--- src/alu_pkg.sv ---
// constants of the eight-bit shift/logic/bit datapath and its apb register map
// assumes a single system clock and an instruction decoder driving op codes
package alu_pkg;

    // ------------------------------------------------------------
    // operation codes presented by the instruction decoder
    // ------------------------------------------------------------
    typedef logic [5:0] op_t;
    localparam op_t OP_SUBC_MEM_ACC = 6'h00;
    localparam op_t OP_SUBC_ACC = 6'h01;
    localparam op_t OP_SUBC_MEM = 6'h02;
    localparam op_t OP_INC_MEM = 6'h03;
    localparam op_t OP_DEC_MEM = 6'h04;
    localparam op_t OP_CLEAR_MEM = 6'h05;
    localparam op_t OP_SHR_ACC = 6'h06;
    localparam op_t OP_SHR_MEM = 6'h07;
    localparam op_t OP_RRC_ACC = 6'h08;
    localparam op_t OP_RRC_MEM = 6'h09;
    localparam op_t OP_SHL_ACC = 6'h0a;
    localparam op_t OP_SHL_MEM = 6'h0b;
    localparam op_t OP_RLC_ACC = 6'h0c;
    localparam op_t OP_RLC_MEM = 6'h0d;
    localparam op_t OP_SWAP_ACC = 6'h0e;
    localparam op_t OP_AND_ACC_IMM = 6'h0f;
    localparam op_t OP_AND_ACC_MEM = 6'h10;
    localparam op_t OP_AND_MEM_ACC = 6'h11;
    localparam op_t OP_OR_ACC_IMM = 6'h12;
    localparam op_t OP_OR_ACC_MEM = 6'h13;
    localparam op_t OP_OR_MEM_ACC = 6'h14;
    localparam op_t OP_XOR_ACC_IMM = 6'h15;
    localparam op_t OP_XOR_ACC_MEM = 6'h16;
    localparam op_t OP_XOR_MEM_ACC = 6'h17;
    localparam op_t OP_XOR_IO_ACC = 6'h18;
    localparam op_t OP_NOT_ACC = 6'h19;
    localparam op_t OP_NOT_MEM = 6'h1a;
    localparam op_t OP_NEG_ACC = 6'h1b;
    localparam op_t OP_NEG_MEM = 6'h1c;
    localparam op_t OP_BCLR_IO = 6'h1d;
    localparam op_t OP_BSET_IO = 6'h1e;
    localparam op_t OP_BCLR_MEM = 6'h1f;
    localparam op_t OP_BSET_MEM = 6'h20;

    // ------------------------------------------------------------
    // flag byte layout
    // ------------------------------------------------------------
    localparam int FLAG_ZERO_BIT = 0;
    localparam int FLAG_CARRY_BIT = 1;
    localparam int FLAG_HALF_BIT = 2;
    localparam int FLAG_SIGNED_BIT = 3;
    localparam logic [3:0] FLAGS_RESET = 4'h0;
    localparam logic [7:0] ACC_RESET = 8'h00;

    // ------------------------------------------------------------
    // apb register map, byte addresses
    // ------------------------------------------------------------
    localparam logic [7:0] ADDR_FLAGS = 8'h00;
    localparam logic [7:0] ADDR_ACC = 8'h04;
    localparam logic [7:0] ADDR_RESULT = 8'h08;
    localparam logic [7:0] ADDR_OP_COUNT = 8'h0c;
    localparam logic [7:0] ADDR_CTRL = 8'h10;
    localparam int CTRL_ENABLE_BIT = 0;
    localparam logic CTRL_ENABLE_RESET = 1'b1;
    localparam logic [15:0] OP_COUNT_RESET = 16'h0000;
    localparam logic [15:0] OP_COUNT_STEP = 16'h0001;

    localparam logic [7:0] BYTE_ONE = 8'h01;
    localparam logic [7:0] BYTE_ZERO = 8'h00;

endpackage

--- src/alu_add_sub.sv ---
// eight-bit adder/subtractor with carry, half-carry and signed range flags
// assumes operands are stable while it is read; purely combinational
`timescale 1ns/1ns
`default_nettype none

module alu_add_sub (
    input wire logic [7:0] a,
    input wire logic [7:0] b,
    input wire logic cin,
    input wire logic sub,
    output logic [7:0] sum,
    output logic carry,
    output logic half,
    output logic ovf
);

    logic [8:0] full;
    logic [4:0] nib;

    // ------------------------------------------------------------
    // sum and flags
    // ------------------------------------------------------------
    always_comb
    begin
        if (sub)
        begin
            // borrow comes out as bit 8 / bit 4 of the wide difference
            full = {1'b0, a} - {1'b0, b} - {8'h00, cin};
            nib = {1'b0, a[3:0]} - {1'b0, b[3:0]} - {4'h0, cin};
        end
        else
        begin
            full = {1'b0, a} + {1'b0, b} + {8'h00, cin};
            nib = {1'b0, a[3:0]} + {1'b0, b[3:0]} + {4'h0, cin};
        end
        sum = full[7:0];
        carry = full[8];
        half = nib[4];
        if (sub)
            ovf = (a[7] != b[7]) && (full[7] != a[7]);
        else
            ovf = (a[7] == b[7]) && (full[7] != a[7]);
    end

endmodule

`default_nettype wire

--- src/shift_logic_alu.sv ---
// eight-bit shift, logic, bit and carry-subtract datapath with apb status port
// assumes the decoder holds op inputs for the cycle op_valid is high,
// and mem_rdata/io_rdata already show the addressed byte in that cycle
//
// Contract
// - mem minus acc minus carry goes back to memory, four flags updated
// - carry alone subtracted from acc or memory, written back, four flags updated
// - increment or decrement memory by one, write back, four flags updated
// - clear writes zero into memory and keeps every flag
// - right shift fills bit 7 with zero, old bit 0 to carry only
// - right rotate puts old carry in bit 7, old bit 0 to carry
// - left shift fills bit 0 with zero, old bit 7 to carry only
// - left rotate puts old carry in bit 0, old bit 7 to carry only
// - swap exchanges acc nibbles, no flag touched
// - and forms write destination and update zero flag only
// - or forms write destination and update zero flag only
// - xor with immediate or memory writes destination, zero flag only
// - xor into io register writes acc xor io, flags kept
// - one's complement inverts operand, zero flag only
// - two's complement negates operand, zero flag only
// - io bit clear or set forces one bit, others and flags kept
// - memory bit clear or set forces one bit, others and flags kept
// - zero flag is one exactly when the eight-bit result is zero
// - carry flag is unsigned carry of add or borrow of subtract
// - half carry is carry or borrow out of the low nibble
// - signed range flag marks two's complement overflow
`timescale 1ns/1ns
`default_nettype none

module shift_logic_alu (
    input wire logic clk_sys,
    input wire logic rst,
    input wire logic op_valid,
    input wire logic [5:0] op_code,
    input wire logic [7:0] imm_data,
    input wire logic [2:0] bit_sel,
    input wire logic [7:0] mem_rdata,
    input wire logic [7:0] io_rdata,
    output logic [7:0] mem_wdata,
    output logic mem_we,
    output logic [7:0] port_a_output_latch,
    output logic io_we,
    output logic [7:0] acc,
    output logic zero_flag,
    output logic carry_flag,
    output logic half_carry_flag,
    output logic signed_range_flag,
    output logic op_done,
    input wire logic psel,
    input wire logic penable,
    input wire logic pwrite,
    input wire logic [7:0] paddr,
    input wire logic [31:0] pwdata,
    input wire logic [3:0] pstrb,
    output logic [31:0] prdata,
    output logic pready,
    output logic pslverr
);

    // ------------------------------------------------------------
    // bit selection mask
    // ------------------------------------------------------------
    logic [7:0] bit_mask;
    genvar gi;
    generate
        for (gi = 0; gi < 8; gi = gi + 1)
        begin : g_mask
            assign bit_mask[gi] = (bit_sel == 3'(gi));
        end
    endgenerate

    // ------------------------------------------------------------
    // shared adder
    // ------------------------------------------------------------
    logic [7:0] add_a;
    logic [7:0] add_b;
    logic add_cin;
    logic add_sub;
    logic [7:0] add_sum;
    logic add_carry;
    logic add_half;
    logic add_ovf;

    alu_add_sub u_add_sub (
        .a(add_a),
        .b(add_b),
        .cin(add_cin),
        .sub(add_sub),
        .sum(add_sum),
        .carry(add_carry),
        .half(add_half),
        .ovf(add_ovf)
    );

    // ------------------------------------------------------------
    // register state
    // ------------------------------------------------------------
    logic ctrl_enable;
    logic [7:0] last_result;
    logic [15:0] op_count;
    logic next_ctrl_enable;
    logic [7:0] next_last_result;
    logic [15:0] next_op_count;
    logic [7:0] next_acc;
    logic next_zero_flag;
    logic next_carry_flag;
    logic next_half_carry_flag;
    logic next_signed_range_flag;
    logic [7:0] next_mem_wdata;
    logic next_mem_we;
    logic [7:0] next_port_a_output_latch;
    logic next_io_we;
    logic next_op_done;
    logic [31:0] next_prdata;
    logic next_pready;
    logic next_pslverr;

    // ------------------------------------------------------------
    // operation decode
    // ------------------------------------------------------------
    logic accept;
    logic [7:0] res;
    logic to_acc;
    logic to_mem;
    logic to_io;
    logic upd_z;
    logic upd_c;
    logic upd_arith;
    logic c_val;
    logic known;

    assign accept = op_valid && ctrl_enable;

    always_comb
    begin
        res = alu_pkg::BYTE_ZERO;
        to_acc = 1'b0;
        to_mem = 1'b0;
        to_io = 1'b0;
        upd_z = 1'b0;
        upd_c = 1'b0;
        upd_arith = 1'b0;
        c_val = carry_flag;
        known = 1'b1;
        add_a = mem_rdata;
        add_b = acc;
        add_cin = carry_flag;
        add_sub = 1'b1;
        case (op_code)
            alu_pkg::OP_SUBC_MEM_ACC:
            begin
                res = add_sum;
                to_mem = 1'b1;
                upd_arith = 1'b1;
            end
            alu_pkg::OP_SUBC_ACC:
            begin
                add_a = acc;
                add_b = alu_pkg::BYTE_ZERO;
                res = add_sum;
                to_acc = 1'b1;
                upd_arith = 1'b1;
            end
            alu_pkg::OP_SUBC_MEM:
            begin
                add_b = alu_pkg::BYTE_ZERO;
                res = add_sum;
                to_mem = 1'b1;
                upd_arith = 1'b1;
            end
            alu_pkg::OP_INC_MEM, alu_pkg::OP_DEC_MEM:
            begin
                add_b = alu_pkg::BYTE_ONE;
                add_cin = 1'b0;
                add_sub = (op_code == alu_pkg::OP_DEC_MEM);
                res = add_sum;
                to_mem = 1'b1;
                upd_arith = 1'b1;
            end
            alu_pkg::OP_CLEAR_MEM:
            begin
                res = alu_pkg::BYTE_ZERO;
                to_mem = 1'b1;
            end
            alu_pkg::OP_SHR_ACC, alu_pkg::OP_SHR_MEM:
            begin
                to_acc = (op_code == alu_pkg::OP_SHR_ACC);
                to_mem = !to_acc;
                res = to_acc ? {1'b0, acc[7:1]} : {1'b0, mem_rdata[7:1]};
                c_val = to_acc ? acc[0] : mem_rdata[0];
                upd_c = 1'b1;
            end
            alu_pkg::OP_RRC_ACC, alu_pkg::OP_RRC_MEM:
            begin
                to_acc = (op_code == alu_pkg::OP_RRC_ACC);
                to_mem = !to_acc;
                res = to_acc ? {carry_flag, acc[7:1]} : {carry_flag, mem_rdata[7:1]};
                c_val = to_acc ? acc[0] : mem_rdata[0];
                upd_c = 1'b1;
            end
            alu_pkg::OP_SHL_ACC, alu_pkg::OP_SHL_MEM:
            begin
                to_acc = (op_code == alu_pkg::OP_SHL_ACC);
                to_mem = !to_acc;
                res = to_acc ? {acc[6:0], 1'b0} : {mem_rdata[6:0], 1'b0};
                c_val = to_acc ? acc[7] : mem_rdata[7];
                upd_c = 1'b1;
            end
            alu_pkg::OP_RLC_ACC, alu_pkg::OP_RLC_MEM:
            begin
                to_acc = (op_code == alu_pkg::OP_RLC_ACC);
                to_mem = !to_acc;
                res = to_acc ? {acc[6:0], carry_flag} : {mem_rdata[6:0], carry_flag};
                c_val = to_acc ? acc[7] : mem_rdata[7];
                upd_c = 1'b1;
            end
            alu_pkg::OP_SWAP_ACC:
            begin
                res = {acc[3:0], acc[7:4]};
                to_acc = 1'b1;
            end
            alu_pkg::OP_AND_ACC_IMM:
            begin
                res = acc & imm_data;
                to_acc = 1'b1;
                upd_z = 1'b1;
            end
            alu_pkg::OP_AND_ACC_MEM, alu_pkg::OP_AND_MEM_ACC:
            begin
                res = acc & mem_rdata;
                to_acc = (op_code == alu_pkg::OP_AND_ACC_MEM);
                to_mem = !to_acc;
                upd_z = 1'b1;
            end
            alu_pkg::OP_OR_ACC_IMM:
            begin
                res = acc | imm_data;
                to_acc = 1'b1;
                upd_z = 1'b1;
            end
            alu_pkg::OP_OR_ACC_MEM, alu_pkg::OP_OR_MEM_ACC:
            begin
                res = acc | mem_rdata;
                to_acc = (op_code == alu_pkg::OP_OR_ACC_MEM);
                to_mem = !to_acc;
                upd_z = 1'b1;
            end
            alu_pkg::OP_XOR_ACC_IMM:
            begin
                res = acc ^ imm_data;
                to_acc = 1'b1;
                upd_z = 1'b1;
            end
            alu_pkg::OP_XOR_ACC_MEM, alu_pkg::OP_XOR_MEM_ACC:
            begin
                res = acc ^ mem_rdata;
                to_acc = (op_code == alu_pkg::OP_XOR_ACC_MEM);
                to_mem = !to_acc;
                upd_z = 1'b1;
            end
            alu_pkg::OP_XOR_IO_ACC:
            begin
                res = acc ^ io_rdata;
                to_io = 1'b1;
            end
            alu_pkg::OP_NOT_ACC, alu_pkg::OP_NOT_MEM:
            begin
                to_acc = (op_code == alu_pkg::OP_NOT_ACC);
                to_mem = !to_acc;
                res = to_acc ? ~acc : ~mem_rdata;
                upd_z = 1'b1;
            end
            alu_pkg::OP_NEG_ACC, alu_pkg::OP_NEG_MEM:
            begin
                to_acc = (op_code == alu_pkg::OP_NEG_ACC);
                to_mem = !to_acc;
                // wraps, so negating 0x80 gives 0x80 back
                res = alu_pkg::BYTE_ZERO - (to_acc ? acc : mem_rdata);
                upd_z = 1'b1;
            end
            alu_pkg::OP_BCLR_IO, alu_pkg::OP_BSET_IO:
            begin
                res = (op_code == alu_pkg::OP_BSET_IO) ? (io_rdata | bit_mask)
                                                       : (io_rdata & ~bit_mask);
                to_io = 1'b1;
            end
            alu_pkg::OP_BCLR_MEM, alu_pkg::OP_BSET_MEM:
            begin
                res = (op_code == alu_pkg::OP_BSET_MEM) ? (mem_rdata | bit_mask)
                                                        : (mem_rdata & ~bit_mask);
                to_mem = 1'b1;
            end
            default:
            begin
                // unknown codes are dropped without any side effect
                known = 1'b0;
            end
        endcase
    end

    // ------------------------------------------------------------
    // apb decode
    // ------------------------------------------------------------
    logic bus_access;
    logic bus_commit;
    logic addr_hit;

    assign bus_access = psel && penable && !pready;
    assign bus_commit = psel && penable && pready && pwrite && !pslverr;

    always_comb
    begin
        addr_hit = 1'b1;
        next_prdata = 32'h0000_0000;
        case (paddr)
            alu_pkg::ADDR_FLAGS:
            begin
                next_prdata[alu_pkg::FLAG_ZERO_BIT] = zero_flag;
                next_prdata[alu_pkg::FLAG_CARRY_BIT] = carry_flag;
                next_prdata[alu_pkg::FLAG_HALF_BIT] = half_carry_flag;
                next_prdata[alu_pkg::FLAG_SIGNED_BIT] = signed_range_flag;
            end
            alu_pkg::ADDR_ACC: next_prdata[7:0] = acc;
            alu_pkg::ADDR_RESULT: next_prdata[7:0] = last_result;
            alu_pkg::ADDR_OP_COUNT: next_prdata[15:0] = op_count;
            alu_pkg::ADDR_CTRL: next_prdata[alu_pkg::CTRL_ENABLE_BIT] = ctrl_enable;
            default: addr_hit = 1'b0;
        endcase
        if (!bus_access)
            next_prdata = prdata;
        next_pready = bus_access;
        // error flagged in the cycle pready rises, so the write is dropped
        next_pslverr = bus_access && !addr_hit;
    end

    // ------------------------------------------------------------
    // next state of datapath and registers
    // ------------------------------------------------------------
    logic fire;
    logic sw_wr_low;

    assign fire = accept && known;
    assign sw_wr_low = bus_commit && pstrb[0];

    always_comb
    begin
        next_ctrl_enable = ctrl_enable;
        next_acc = acc;
        next_zero_flag = zero_flag;
        next_carry_flag = carry_flag;
        next_half_carry_flag = half_carry_flag;
        next_signed_range_flag = signed_range_flag;
        next_last_result = last_result;
        next_op_count = op_count;
        // software writes first, so a datapath update in the same cycle wins
        if (sw_wr_low && paddr == alu_pkg::ADDR_FLAGS)
        begin
            next_zero_flag = pwdata[alu_pkg::FLAG_ZERO_BIT];
            next_carry_flag = pwdata[alu_pkg::FLAG_CARRY_BIT];
            next_half_carry_flag = pwdata[alu_pkg::FLAG_HALF_BIT];
            next_signed_range_flag = pwdata[alu_pkg::FLAG_SIGNED_BIT];
        end
        if (sw_wr_low && paddr == alu_pkg::ADDR_ACC)
            next_acc = pwdata[7:0];
        if (sw_wr_low && paddr == alu_pkg::ADDR_CTRL)
            next_ctrl_enable = pwdata[alu_pkg::CTRL_ENABLE_BIT];
        if (fire)
        begin
            next_last_result = res;
            next_op_count = op_count + alu_pkg::OP_COUNT_STEP;
            if (to_acc)
                next_acc = res;
            if (upd_arith || upd_z)
                next_zero_flag = (res == alu_pkg::BYTE_ZERO);
            if (upd_arith)
            begin
                next_carry_flag = add_carry;
                next_half_carry_flag = add_half;
                next_signed_range_flag = add_ovf;
            end
            if (upd_c)
                next_carry_flag = c_val;
        end
        next_mem_we = fire && to_mem;
        next_io_we = fire && to_io;
        next_mem_wdata = (fire && to_mem) ? res : mem_wdata;
        next_port_a_output_latch = (fire && to_io) ? res : port_a_output_latch;
        next_op_done = fire;
    end

    // ------------------------------------------------------------
    // registers
    // ------------------------------------------------------------
    always_ff @(posedge clk_sys)
    begin
        if (rst)
        begin
            ctrl_enable <= alu_pkg::CTRL_ENABLE_RESET;
            acc <= alu_pkg::ACC_RESET;
            zero_flag <= alu_pkg::FLAGS_RESET[alu_pkg::FLAG_ZERO_BIT];
            carry_flag <= alu_pkg::FLAGS_RESET[alu_pkg::FLAG_CARRY_BIT];
            half_carry_flag <= alu_pkg::FLAGS_RESET[alu_pkg::FLAG_HALF_BIT];
            signed_range_flag <= alu_pkg::FLAGS_RESET[alu_pkg::FLAG_SIGNED_BIT];
            last_result <= alu_pkg::BYTE_ZERO;
            op_count <= alu_pkg::OP_COUNT_RESET;
            mem_wdata <= alu_pkg::BYTE_ZERO;
            mem_we <= 1'b0;
            port_a_output_latch <= alu_pkg::BYTE_ZERO;
            io_we <= 1'b0;
            op_done <= 1'b0;
            prdata <= 32'h0000_0000;
            pready <= 1'b0;
            pslverr <= 1'b0;
        end
        else
        begin
            ctrl_enable <= next_ctrl_enable;
            acc <= next_acc;
            zero_flag <= next_zero_flag;
            carry_flag <= next_carry_flag;
            half_carry_flag <= next_half_carry_flag;
            signed_range_flag <= next_signed_range_flag;
            last_result <= next_last_result;
            op_count <= next_op_count;
            mem_wdata <= next_mem_wdata;
            mem_we <= next_mem_we;
            port_a_output_latch <= next_port_a_output_latch;
            io_we <= next_io_we;
            op_done <= next_op_done;
            prdata <= next_prdata;
            pready <= next_pready;
            pslverr <= next_pslverr;
        end
    end

endmodule

`default_nettype wire

--- config.mk ---
export PLATFORM = sky130hd
export DESIGN_NAME = shift_logic_alu
export DESIGN_NICKNAME = d
export VERILOG_FILES = /design/src/alu_pkg.sv /design/src/alu_add_sub.sv /design/src/shift_logic_alu.sv
export SDC_FILE = /design/constraint.sdc
export NUM_CORES = 1
export LEC_CHECK = 0
export BUFFER_PORTS_ARGS = -buffer_cell sky130_fd_sc_hd__buf_2
export CAP_MARGIN = 15
export CORE_MARGIN = 2
export CORE_UTILIZATION = 35
export CTS_CLUSTER_DIAMETER = 40
export CTS_CLUSTER_SIZE = 40
export DETAILED_ROUTE_END_ITERATION = 7
export PLACE_DENSITY = 0.57
export SKIP_LAST_GASP = 1
export SLEW_MARGIN = 20
export SYNTH_ARGS = -nofsm -noshare
export SYNTH_HDL_FRONTEND = slang
export SYNTH_SLANG_ARGS = --single-unit
--- constraint.sdc ---
create_clock -name clk_sys -period 5.44 [get_ports clk_sys]
set_input_delay 1.088 -clock clk_sys [delete_from_list [all_inputs] [get_ports clk_sys]]
set_output_delay 1.088 -clock clk_sys [all_outputs]
set_load 0.02 [all_outputs]
==> impl_metrics.ini <==
[status]
outcome = finished, final reports clean

[clocking]
clockRootBuffer = clkbuf_16
h-tree-depth = 3
path_clk_slew_ns = 0.06
clkSinkCount = 74
insertion_delay_ns = 0.33
numCtsBuffers = 9
clock_path_buffers = 2
tritoncts = done
cts.repair.resized = 0
cts-hold-fix-buffers = 0
cts_setup_buffers = 0

[synthesis]
yosys.area.top_type_share_pct = 22.50
synth_area_leaders = dfxtp_1, nor2_1, a211oi_1
ys_seq_area_share_pct = 22.50
ys_warn_count = 0
synth.cell_area_um2 = 6584
postSynthAreaPerCell_um2 = 7.691
synth-seq-cells = 74
synthCells = 856
async_flop_share_pct = 0
synth_edf_count = 0
synth_ff_type = dfxtp_1
ys_types = 83
yosys.area.top_type = dfxtp_1

[placed_design]
gp_congestion = 0.9667
hpwl_um = 17390
dp_slack_ns = 0.7048
numPortBuffers = 104
numPlacedInstances = 1164

[layout]
final_common_cell = nor2_1
final_cell_mix = nor2_1, buf_2, dfxtp_1, nand2_1, a21oi_1
layout-drive-gt1-share_pct = 21.04
final_cells = 1180
antennaDiodeCount = 0
fin_util_pct = 40.96
area_growth_pct = 15.58
nets = 1050

[setup_path]
path_max_fanout = 19
path_buf_inv = 3
worstPathRequired_ns = 5.67
worstSetupEndpointType = flop
crit_family = compound AO/OA/AOI/OAI gates
cpMaxStageDelayCell = buf_2
arrival_ns = 4.66
cp_cell_sequence = buf_2 -> nor2b_1 -> nand2_1 -> buf_4 -> mux2_2 -> ha_1 -> ha_1 -> nor4_1 -> inv_1 -> a311oi_1 -> o31ai_1 -> xor2_1 -> a21oi_1 -> xnor2_1 -> o41ai_1
slowest_delay_ns = 0.41
crit_top_cell = ha_1
start_kind = input pin
critical_path_class = input pin to flop
r2r_setup_slack_ns = 1.91

[pwr]
powerDensity_nw_per_um2 = 209.1
vdd_drop_max_uv = 150.7
power_mw = 1.591
leakage_nw = 3.165

[floorplanning]
initial_core_util_pct = 35.43
rows = 50
die_h_um = 141.2
dieWidth_um = 141.2
io_pins = 148
die_area_um2 = 19920
design.core.area_um2 = 18580

[detailed_routing]
ant_nets = 0
post_drt_wl_per_cell_um = 19.75
routed_wl_um = 23310
drc = 0
firstDrtPassIters = 6
drt_iter0_drc = 628
via_per_inst = 5.802
num_vias = 6846

[global_route]
grt_use_total_pct = 23.00
grt_pass1_wl_um = 35810
grt_max_degree = 48
grt_overflow = 0
antenna_found_initial = 0
first_global_vias = 6241

[hold_path]
hold_path.class = flop to flop

[sta]
skew_ns = 0.006167
setup_viol = 0
hold_viol = 0
max_slew_margin_pct = 47.85
period_needed_ns = 4.432
slew_viol_final = 0
fin_ws_ns = 1.008
min_period_over_period_pct = 81.46
fmax_mhz = 225.7
worstMarginPinSlew_ns = 0.7812
grt_setup_unrepaired = false
tns_ns = 0

[job]
max_cap_viol_count = 0
-- power breakdown --
| group | leakage [nW] | internal [mW] | switching, mW |
|---|---|---|---|
| logic | 2.42 | 0.159 | 0.259 |
| clock network | 0.149 | 0.368 | 0.230 |
| registers | 0.600 | 0.556 | 0.0194 |
| total | 3.16 | 1.08 | 0.508 |
-- synth_stat cells, types with 7 or more instances --
| cell type | n |
|---|---|
| buf_2 | 13 |
| a21oi_1 | 47 |
| xor2_1 | 18 |
| clkbuf_1 | 39 |
| ha_1 | 21 |
| a22oi_1 | 21 |
| o22ai_1 | 15 |
| nand2b_1 | 8 |
| o21ai_0 | 30 |
| a221o_1 | 7 |
| nor2_1 | 106 |
| buf_4 | 19 |
| a211oi_1 | 42 |
| nand3_1 | 23 |
| and3_1 | 17 |
| mux2_2 | 17 |
| a21o_1 | 9 |
| xnor2_1 | 20 |
| nor3_1 | 24 |
| mux2i_1 | 23 |
| o21a_1 | 7 |
| inv_1 | 32 |
| or3_1 | 7 |
| dfxtp_1 | 74 |
| nor2b_1 | 14 |
| nand4_1 | 7 |
| nand2_1 | 55 |
| nor4_1 | 8 |
| and2_1 | 16 |
-- cell type report --
type,instances,area [um^2]
fill,1944,10970
clock buffer,10,239.0
tap,234,292.8
sequential,74,1481
clock inverter,6,65.06
timing repair buffer,137,768.2
multi-input combinational,687,4643
inverter,32,120.1
-- cells by family (layout without fill, tap and decap cells) --
logic type | Yosys count | in the layout | synth area share [%]
other | 1 | 16 | 0.05696
XOR/XNOR | 38 | 38 | 5.055
flip-flops | 74 | 74 | 22.50
adder cells (fa/ha/maj) | 26 | 26 | 5.511
AO/OA/AOI/OAI | 232 | 232 | 24.80
multiplexers | 45 | 45 | 8.001
buffers and inverters | 110 | 185 | 7.830
AND/OR/NAND/NOR | 330 | 330 | 26.24
-- path summary, 6_finish.rpt --
kind                               start                      endpoint  cells past startpoint
hold / removal    prdata[1]$_SDFFE_PP0P_        prdata[1]$_SDFFE_PP0P_                      2
hold reg to reg   prdata[1]$_SDFFE_PP0P_        prdata[1]$_SDFFE_PP0P_                      2
setup reg to reg       acc[0]$_SDFF_PP0_       carry_flag$_SDFFE_PP0P_                     15
setup / recovery              op_code[0]  signed_range_flag$_SDFF_PP0_                     15
-- flip-flops by register name, summed over array words and instances (netlist names) --
name	flops
zero_flag	1
op_count	16
pslverr	1
io_we	1
last_result	8
signed_range_flag	1
carry_flag	1
acc	8
pready	1
mem_wdata	8
prdata	16
port_a_output_latch	8
mem_we	1
op_done	1
half_carry_flag	1
ctrl_enable	1
-- worst register-to-register path, delay by kind of cell (launching register included) --
kind | cells | cell delay (ns)
fa+ha+maj | 2 | 0.64
compound gates | 8 | 1.37
simple gates | 2 | 0.21
flops | 1 | 0.78
buf+inv | 3 | 0.41
-- through the flow --
stage          hold WS (ns)  cell area, um^2
2_1_floorplan        0.4634             6640
3_3_place_gp         0.4452             7306
3_5_place_dp         0.4503             7306
4_1_cts              0.4603             7610
5_1_grt              0.4851             7610
6_report             0.4571             7610
-- routing by layer --
metal | track usage [%] | up-vias | routed length, um
li1 | - | 3276 | -
met1 | 31.54 | 3143 | 10350
met2 | 35.54 | 369 | 10170
met3 | 4.959 | 58 | 1943
met4 | 8.368 | 0 | 837
met5 | 0 | - | 0
Note: power is estimated with default switching activity, not from simulation.
